File: src/verilog/status_pkg.sv
// Purpose: shared constants and types for the status indicator encoder
// Assumes: 20 MHz system clock
// Notes:   times in their own unit, cycle counts derived from them
package status_pkg;

  localparam int unsigned CLK_HZ        = 20_000_000;
  localparam int unsigned FLASH_MS      = 75;
  localparam int unsigned FLASH_CYCLES  = CLK_HZ / 1000 * FLASH_MS;
  localparam int unsigned VALID_MS      = 500;
  localparam int unsigned VALID_CYCLES  = CLK_HZ / 1000 * VALID_MS;
  localparam int unsigned FLASH_W       = 24;
  localparam int unsigned VALID_W       = 24;
  localparam logic [2:0]  LEDS_DARK     = 3'h7;

  typedef enum logic [1:0] {
    LINK_IDLE,
    LINK_CONNECTING,
    LINK_CONNECTED
  } link_state_t;

endpackage : status_pkg

File: src/verilog/status_if.sv
// Purpose: carries the flash timer request and state between modules
// Assumes: single clock domain
// Notes:   timer owns flashing and restart
`timescale 1ns/1ps
interface status_if;
  logic trigger;
  logic flashing;
  modport owner (output trigger, input flashing);
  modport timer (input trigger, output flashing);
endinterface : status_if

File: src/verilog/flash_timer.sv
// Purpose: times the blanking flash after data activity
// Assumes: trigger is a one-cycle pulse on clk
// Notes:   a new trigger restarts the count
`timescale 1ns/1ps
module flash_timer
  import status_pkg::*;
(
  input  wire logic clk,
  input  wire logic rst_n,
  status_if.timer   tmr
);

  typedef struct packed {
    logic [FLASH_W-1:0] count;
    logic               flashing;
  } timer_state_t;

  timer_state_t state;
  timer_state_t next_state;

  always_comb begin
    next_state = state;
    if (tmr.trigger) begin
      next_state.count    = FLASH_W'(FLASH_CYCLES - 1);
      next_state.flashing = 1'b1;
    end else if (state.flashing) begin
      if (state.count == '0) begin
        next_state.flashing = 1'b0;
      end else begin
        next_state.count = state.count - 1'b1;
      end
    end
  end

  always_ff @(posedge clk or negedge rst_n) begin
    if (!rst_n) begin
      state <= '0;
    end else begin
      state <= next_state;
    end
  end

  assign tmr.flashing = state.flashing;

endmodule : flash_timer

File: src/verilog/status_indicator_encoder.sv
// Purpose: encodes mode and link state onto three active-low indicators
// Assumes: all status inputs come from logic on clk; activity is a level
// Notes:   outputs float (enable low) while rst_n is held
//          lamps and terminal ready follow the inputs one cycle later, data activity two cycles later
//          lamp bits are kept as {blue, red, green} throughout
//          a flash blanks lit lamps for the flash timer's full count
//          a rising activity edge during a flash restarts the count
//          an unused link state value shows every lamp dark
//          green valid rises once after reset and stays up
//          the startup count is restarted by nothing but reset
//          ready_on_link selects the terminal-ready link indication
//
// What this block does
// - indicator outputs are active low; low means lit
// - idle data green; idle command green+red; connecting blue+red; linked blue
// - data activity forces lit indicators high for 50 to 100 ms
// - optional mode drives terminal-ready low while a link is active
// - all outputs float while reset is held
// - green output is flagged valid only 500 ms after startup
`timescale 1ns/1ps
module status_indicator_encoder
  import status_pkg::*;
(
  input  wire logic        clk,
  input  wire logic        rst_n,
  input  wire logic        command_mode,
  input  wire link_state_t link_state,
  input  wire logic        data_activity,
  input  wire logic        ready_on_link,
  output logic             green_n,
  output logic             blue_n,
  output logic             red_n,
  output logic             term_ready_n,
  output logic             outputs_oe,
  output logic             green_valid
);

  // one register image of everything this module remembers
  typedef struct packed {
    logic [2:0]         leds_n;
    logic               term_ready_n;
    logic               oe;
    logic               act_prev;
    logic [VALID_W-1:0] valid_count;
    logic               valid;
  } enc_state_t;

  // lamp patterns as {blue, red, green}; a low bit lights a lamp
  localparam logic [2:0] CODE_IDLE_DATA  = 3'h6;
  localparam logic [2:0] CODE_IDLE_CMD   = 3'h4;
  localparam logic [2:0] CODE_CONNECTING = 3'h1;
  localparam logic [2:0] CODE_CONNECTED  = 3'h3;

  // value of the register image while reset is held
  localparam enc_state_t RESET_IMAGE = '{
    leds_n:       LEDS_DARK,
    term_ready_n: 1'b1,
    oe:           1'b0,
    act_prev:     1'b0,
    valid_count:  '0,
    valid:        1'b0
  };

  enc_state_t state;
  enc_state_t next_state;
  // carries the flash request to the timer and its state back
  status_if   flash_bus ();

  // helpers between the inputs and the register image
  logic       activity_rise;
  logic       link_up;
  logic       valid_done;
  logic [2:0] steady_leds_n;
  logic [2:0] shown_leds_n;
  logic [2:0] led_pins_n;

  // pattern for a mode and link state; an unused state shows all dark
  function automatic logic [2:0] encode_leds(input logic        cmd,
                                             input link_state_t ls);
    logic [2:0] code;
    code = LEDS_DARK;
    case (ls)
      LINK_IDLE: begin
        if (cmd) begin
          code = CODE_IDLE_CMD;
        end else begin
          code = CODE_IDLE_DATA;
        end
      end
      LINK_CONNECTING: begin
        code = CODE_CONNECTING;
      end
      LINK_CONNECTED: begin
        code = CODE_CONNECTED;
      end
      default: begin
        code = LEDS_DARK;
      end
    endcase
    encode_leds = code;
  endfunction : encode_leds

  // the link counts as active only once it is connected
  function automatic logic link_is_active(input link_state_t ls);
    logic active;
    active = 1'b0;
    case (ls)
      LINK_IDLE: begin
        active = 1'b0;
      end
      LINK_CONNECTING: begin
        active = 1'b0;
      end
      LINK_CONNECTED: begin
        active = 1'b1;
      end
      default: begin
        active = 1'b0;
      end
    endcase
    link_is_active = active;
  endfunction : link_is_active

  // during a flash every lamp that the pattern lights is forced high
  function automatic logic [2:0] flash_leds(input logic [2:0] code,
                                            input logic       flashing);
    logic [2:0] shown;
    shown = code;
    // lit bits go high, dark bits are high already
    for (int i = 0; i < 3; i++) begin
      if (!flashing) begin
        shown[i] = code[i];
      end else if (!code[i]) begin
        shown[i] = 1'b1;
      end else begin
        shown[i] = code[i];
      end
    end
    flash_leds = shown;
  endfunction : flash_leds

  // flash length counter; restarts on every new trigger
  flash_timer u_flash (
    .clk   (clk),
    .rst_n (rst_n),
    .tmr   (flash_bus.timer)
  );

  // a new rising edge of activity starts or restarts the flash
  assign activity_rise     = data_activity & ~state.act_prev;
  assign flash_bus.trigger = activity_rise;

  // decoded views of the inputs, used by the next-state logic
  assign steady_leds_n = encode_leds(command_mode,
                                     link_state);
  assign shown_leds_n  = flash_leds(steady_leds_n,
                                    flash_bus.flashing);
  assign link_up       = link_is_active(link_state);
  assign valid_done    = (state.valid_count == VALID_W'(VALID_CYCLES - 1));

  // next value of the register image
  always_comb begin
    // every field holds unless a line below changes it
    next_state.leds_n       = state.leds_n;
    next_state.term_ready_n = state.term_ready_n;
    next_state.oe           = state.oe;
    next_state.act_prev     = state.act_prev;
    next_state.valid_count  = state.valid_count;
    next_state.valid        = state.valid;

    // pins are driven from the first edge after reset lets go
    next_state.oe = 1'b1;

    // last activity level, for the edge detector
    next_state.act_prev = data_activity;

    // lamps follow mode and link state one cycle later
    next_state.leds_n = shown_leds_n;

    // terminal ready is low only with the option on and a link up
    if (ready_on_link && link_up) begin
      next_state.term_ready_n = 1'b0;
    end else begin
      next_state.term_ready_n = 1'b1;
    end

    // green is flagged valid once the startup interval has run out
    // the count stops once valid is up, so it never wraps
    if (!state.valid) begin
      if (valid_done) begin
        next_state.valid = 1'b1;
      end else begin
        next_state.valid_count = state.valid_count + 1'b1;
      end
    end
  end

  // reset parks every pin undriven, lamps dark and ready off
  always_ff @(posedge clk or negedge rst_n) begin
    if (!rst_n) begin
      state <= RESET_IMAGE;
    end else begin
      state <= next_state;
    end
  end

  // one flip-flop per lamp pin
  for (genvar i = 0; i < 3; i++) begin : g_led_pin
    assign led_pins_n[i] = state.leds_n[i];
  end

  // lamp pins
  assign green_n      = led_pins_n[0];
  assign red_n        = led_pins_n[1];
  assign blue_n       = led_pins_n[2];

  // terminal ready, pin enable and the startup flag
  assign term_ready_n = state.term_ready_n;
  assign outputs_oe   = state.oe;
  assign green_valid  = state.valid;

endmodule : status_indicator_encoder

File: config.mk
export PLATFORM = sky130hd
export DESIGN_NAME = status_indicator_encoder
export DESIGN_NICKNAME = d
export VERILOG_FILES = /design/src/verilog/status_pkg.sv /design/src/verilog/status_if.sv /design/src/verilog/flash_timer.sv /design/src/verilog/status_indicator_encoder.sv
export SDC_FILE = /design/constraint.sdc
export NUM_CORES = 1
export LEC_CHECK = 0
export BUFFER_PORTS_ARGS = -buffer_cell sky130_fd_sc_hd__buf_2
export CORE_AREA = 2 2 88 90
export DETAILED_ROUTE_END_ITERATION = 12
export DIE_AREA = 0 0 90 92
export MAX_ROUTING_LAYER = met4
export PLACE_DENSITY = 0.53
export SLEW_MARGIN = 20
export SYNTH_ARGS = -nofsm -noshare
export SYNTH_HDL_FRONTEND = slang
export SYNTH_SLANG_ARGS = --single-unit
export TNS_END_PERCENT = 50
File: constraint.sdc
create_clock -name clk -period 2.3 [get_ports clk]
set_input_delay 0.46 -clock clk [delete_from_list [all_inputs] [get_ports clk]]
set_output_delay 0.46 -clock clk [all_outputs]
set_load 0.05 [all_outputs]
; ---- After elaboration in Yosys (flattened, before gate mapping)
; Cells that the tools add are included.
[word_totals]
ff_bits = 56
inputBits = 7
wordCells = 37
output_inout_bits = 6
[classes]
n_eq_ne = 4
muxes = 13
n_reduce_logical = 6
n_addsub = 2
n_bitwise = 4
[ops]
columns = operator, n
row1 = 2-to-1 mux 25 bit, 2
row2 = adder 24 x 1 -> 24 bit (second input constant), 1
row3 = equality test 24 bit (second input constant), 1
row4 = logical NOT 24 bit, 1
row5 = 2-to-1 mux 24 bit, 1
row6 = subtractor 24 x 1 -> 24 bit (second input constant), 1
row7 = one-hot mux 3 bit (3 select lines), 1
row8 = 2-to-1 mux 1 bit, 8
row9 = AND reduction 2 bit, 2
row10 = inverter 1 bit, 3
row11 = equality test 2 x 1 -> 1 bit (second input constant), 1
row12 = equality test 2 bit (second input constant), 1
row13 = logical NOT 2 bit, 1
row14 = 2-to-1 mux 2 bit, 1
row15 = != test 2 bit (second input constant), 1
row16 = nonzero test 2 bit, 1
row17 = bitwise AND 1 bit, 1
row18 = logical AND 1 bit, 1

; ---- Logic depth before layout (Yosys ltp)
[logic_depth]
word_depth = 4
ltp_mapped = 9
ltp_nobuf = 7

; ---- By module
; From an unflattened synthesis, not the netlist that was laid out.
[unflattened]
cells_unflattened = 260
hier_area_um2 = 2777.7
[by_module_without_submodules]
columns = mod, seq_area_each_um2, cells_each, instances, area_each_um2
row1 = status_indicator_encoder, 780.7, 119, 1, 1428.9
row2 = flash_timer, 625.6, 141, 1, 1348.8

; ---- Worst setup path after synthesis
; No wires, ideal clock.
[synth_path]
path_type = register to register
start = reg state[1] (netlist name)
end = reg state[8] (netlist name)
stages_incl_launch_ff = 10
setup_time_ps = 66
t_arrival_ps = 1883
t_required_ps = 2234
path_slack_ps = 351
period_less_slack_ps = 1949
path_cell_list = dfrtp_1 > ha_1 > and4_1 > buf_2 > nand4_1 > o21ba_1 > buf_2 > inv_2 > or4_1 > nand2_1
[synth_between]
elab_chain_cells = 3
elab_cells_between_ends = 4
cone_classes = 1 x add/sub / 1 x eq/ne / 1 x bitwise / 1 x reduce/logical
[synth_lines]
columns = element, line_no
row1 = "start, declared", status_indicator_encoder.sv:64  ; enc_state_t state;
row2 = "start signal, assigned", status_indicator_encoder.sv:203  ; state <= next_state;
row3 = "parallel branches: the longest is 3 deep, another holds adder 24 x 1 -> 24 bit", n/a
; Parallel ways; which one is timed is not known.
; A chain may end at the register's enable or synchronous reset.

; ---- Worst setup path after layout
[layout_path]
start = reg u_flash.state[21] (netlist name)
end = reg u_flash.state[1] (netlist name)
[layout_between]
elab_chain_cells = 3
[layout_lines]
columns = element, line_no
row1 = "start, declared", flash_timer.sv:18  ; timer_state_t state;
row2 = "start signal, assigned", flash_timer.sv:39  ; state <= next_state;
row3 = logical NOT 24 bit, flash_timer.sv:27  ; if (state.count == '0) begin
row4 = != test 2 bit (no source line), n/a
row5 = AND reduction 2 bit (no source line), n/a
; No other way between the ends.

==> results.ini <==
[place]
gp_congestion = 0.7528
port_buffers = 12
placed_cells = 386
dp.final_hpwl_mm = 3.546
placedInstanceArea_um2 = 3027

[min_path]
worst_min_path_class = input pin to register
hold_path_end = term_ready_n$_DFF_PN1_
hold_path_depth = 2
hold_start = ready_on_link

[logic_synthesis]
synth-edff-count = 0
yosys.cell_types.count = 50
synth.avg_cell_area_um2 = 10.28
synthDominantCellAreaShare_pct = 45.88
ys_top_cells_by_count = 52 x sky130_fd_sc_hd__dfrtp_1, 26 x sky130_fd_sc_hd__nand2_1, 25 x sky130_fd_sc_hd__xnor2_1
synth_seq_area_share_pct = 49.58
synth_seq_cells = 56
synth_async_sr_flop_share_pct = 100.0
total_number_of_yosys_warnings = 0
synthesis.nets = 289
most_common_cell_in_the_netlist = sky130_fd_sc_hd__dfrtp_1
syn_area_um2 = 2836
dominantRegCellSynth = sky130_fd_sc_hd__dfrtp_1
syn-instance-count = 276
netlist.top_cell.by_area = sky130_fd_sc_hd__dfrtp_1
ranking_of_synthesized_cells_by_area = sky130_fd_sc_hd__dfrtp_1 46%, sky130_fd_sc_hd__xnor2_1 7.7%, sky130_fd_sc_hd__dfstp_2 3.7%

[grt]
overflow = 0
globalRouteTotalUtil_pct = 14.97
first_pass_grt_wire_length_mm = 9.708
grt_max_degree = 57
antenna_found_initial = 0
first_global_vias = 2054

[timing]
finalSetupViolCount = 0
final_worst_path_period_need_ns = 2.111
max_slew_violation_total_from_the_final_report = 0
timing.slew.headroom_pct = 50.51
timing.final.crit_share_pct = 91.77
fmax_ghz = 0.4738
max_slew.worst_pin.slew_ns = 0.7423
setup-tns-final_ns = 0
timing_hold_violations_final = 0
clock_skew_ns = 0.008055
rsz0062_at_grt = no

[clock_tree]
cts_hold_buffers = 0
tritoncts_clock_tree = yes
ctsHtreeMaxLevel = 2
quantity_of_gates_resized_following_cts = 0
clockRootBuffer = sky130_fd_sc_hd__clkbuf_8
clk_path_buf_depth = 2
clk_transition_reported_paths_ns = 0.10
post-cts-setup-buffers = 0
clk_latency_ns = 0.31
numCtsBuffers = 5
tritoncts_num_sinks = 56

[worst_setup_path]
crit_path_max_fanout = 8
cp_data_arrival_time_ns = 2.29
critical_path_class = register to register
reg2reg_to = u_flash.state[1]$_DFFE_PN0P_
crit_required_ns = 2.48
ff2ff_setup_slack_ns = 0.19
critical_path.cell_chain = nor4_1 -> nand4bb_1 -> o31ai_4 -> xnor2_1 -> nand2_1
worst_setup_path_end_kind = register
cp-start-kind = register
worst_r2r_startpoint = u_flash.state[21]$_DFFE_PN0P_
critPathBufInv = 0
critical-path-top-delay-family = simple AND/OR/NAND/NOR gates
cp_slowest_cell = sky130_fd_sc_hd__nor4_1
slowest_delay_ns = 0.52
worst_r2r_path_depth = 5

[route]
antenna_violating_nets_post_route = 0
route.detailed.vias_per_inst = 5.063
detail_route.wirelength_mm = 5.315
post_drt_wl_per_cell_um = 13.49
drt_pre_antenna_iters = 4
detailroute.via_count = 1995
first_iter_violations = 93
drcViolationCount = 0

[run_status]
run_status = complete, no violations

[cells_and_area]
finalNetCount = 304
nFillCells = 731
non_filler_cells_final = 394
layout-drive-gt1-share_pct = 14.73
flow.area_growth_from_synthesis_pct = 10.98
antennaDiodeCount = 0
layout.cell_area.non_filler_um2 = 3148
layout.core_utilization_pct = 42.27
multiInputGateArea_um2 = 1320
final-seq-area_um2 = 1406

[die]
floorplan.die.height_um = 92
die_area_um2 = 8280
core_region_area_um2 = 7447
core.rowCount = 32
start_util_pct = 38.09
floorplan.io_pins = 13
die_width_um = 90

[power_and_ir_drop]
p_leak_nw = 1.311
power_per_cell_area_nw_per_um2 = 603.6
total_power_mw = 1.900
irDropWorstVdd_uv = 344.3

[job]
max_cap_violations = 0

-- stage by stage --
step / worst slack [ns] / hold WS [ns]
2_1_floorplan: 0.3505 / 0.1644
3_3_place_gp: 0.1861 / 0.4574
3_5_place_dp: 0.1609 / 0.4570
4_1_cts: 0.1715 / 0.2363
5_1_grt: 0.007474 / 0.2437
6_report: 0.1894 / 0.2532
-- layer usage --
layer,routed length [µm],vias up,share of wire [%],GRT usage [%]
met1,2592,967,49,19.10
met2,2485,31,47,23.31
met5,0,-,0,-
met3,154,7,2.9,2.876
met4,82,0,1.5,6.795
li1,-,990,-,-
-- state kept, by name (all words and copies together), names as in the netlist --
name and count:
led_pins_n 3, state 25, green_valid 1, outputs_oe 1, u_flash.tmr.flashing 1, term_ready_n 1, u_flash.state 24
-- cells by family (layout without fill, tap and decap cells) --
kind of cell / Yosys count / in the layout / synth area share [%]
other: 1 / 1 / 0.1322
buffers and inverters: 25 / 41 / 3.882
AOI/OAI and AO/OA: 26 / 26 / 7.587
xor gates and xnor gates: 36 / 36 / 11.12
adders and majority gates: 6 / 6 / 2.647
DFF: 56 / 56 / 49.58
and+or+nand+nor: 126 / 126 / 25.06
-- worst max-delay path by stage --
| stage | start | to | slack, ns | cells after the start |
|---|---|---|---|---|
| after floorplan | state[1]$_DFFE_PN0P_ | state[8]$_DFFE_PN0P_ | 0.35 | 9 |
| after global placement | u_flash.state[21]$_DFFE_PN0P_ | u_flash.state[1]$_DFFE_PN0P_ | 0.19 | 5 |
| after detailed placement | u_flash.state[21]$_DFFE_PN0P_ | u_flash.state[1]$_DFFE_PN0P_ | 0.16 | 5 |
| after CTS | u_flash.state[21]$_DFFE_PN0P_ | u_flash.state[1]$_DFFE_PN0P_ | 0.17 | 5 |
| after global routing | u_flash.state[21]$_DFFE_PN0P_ | u_flash.state[1]$_DFFE_PN0P_ | 0.007 | 5 |
| final | u_flash.state[21]$_DFFE_PN0P_ | u_flash.state[1]$_DFFE_PN0P_ | 0.19 | 5 |
-- placed cells by master, fill, tap and decap left out, drive strengths merged, types with 6 or more instances in the layout --
cell,instances
a31oi,7
nor3,8
clkbuf,6
xnor2,25
and2,6
dfrtp,52
and3,6
nand3,10
inv,12
nand4,16
nor4,8
buf,21
nand2,26
ha,6
nor2,23
xor2,11
-- where the power goes --
group          internal (mW)  switching, mW
Combinational         0.0611          0.115
Clock                  0.357          0.329
Sequential              1.01         0.0245
Total                   1.43          0.469
-- cell type report --
class	instances	area share (%)
sequential	56	44.67
multi-input combinational	195	41.93
timing repair buffer	21	4.054
tap	102	4.054
clock buffer	6	2.623
inverter	12	1.431
clock inverter	2	1.232
Power figures use the tool's default switching activity.
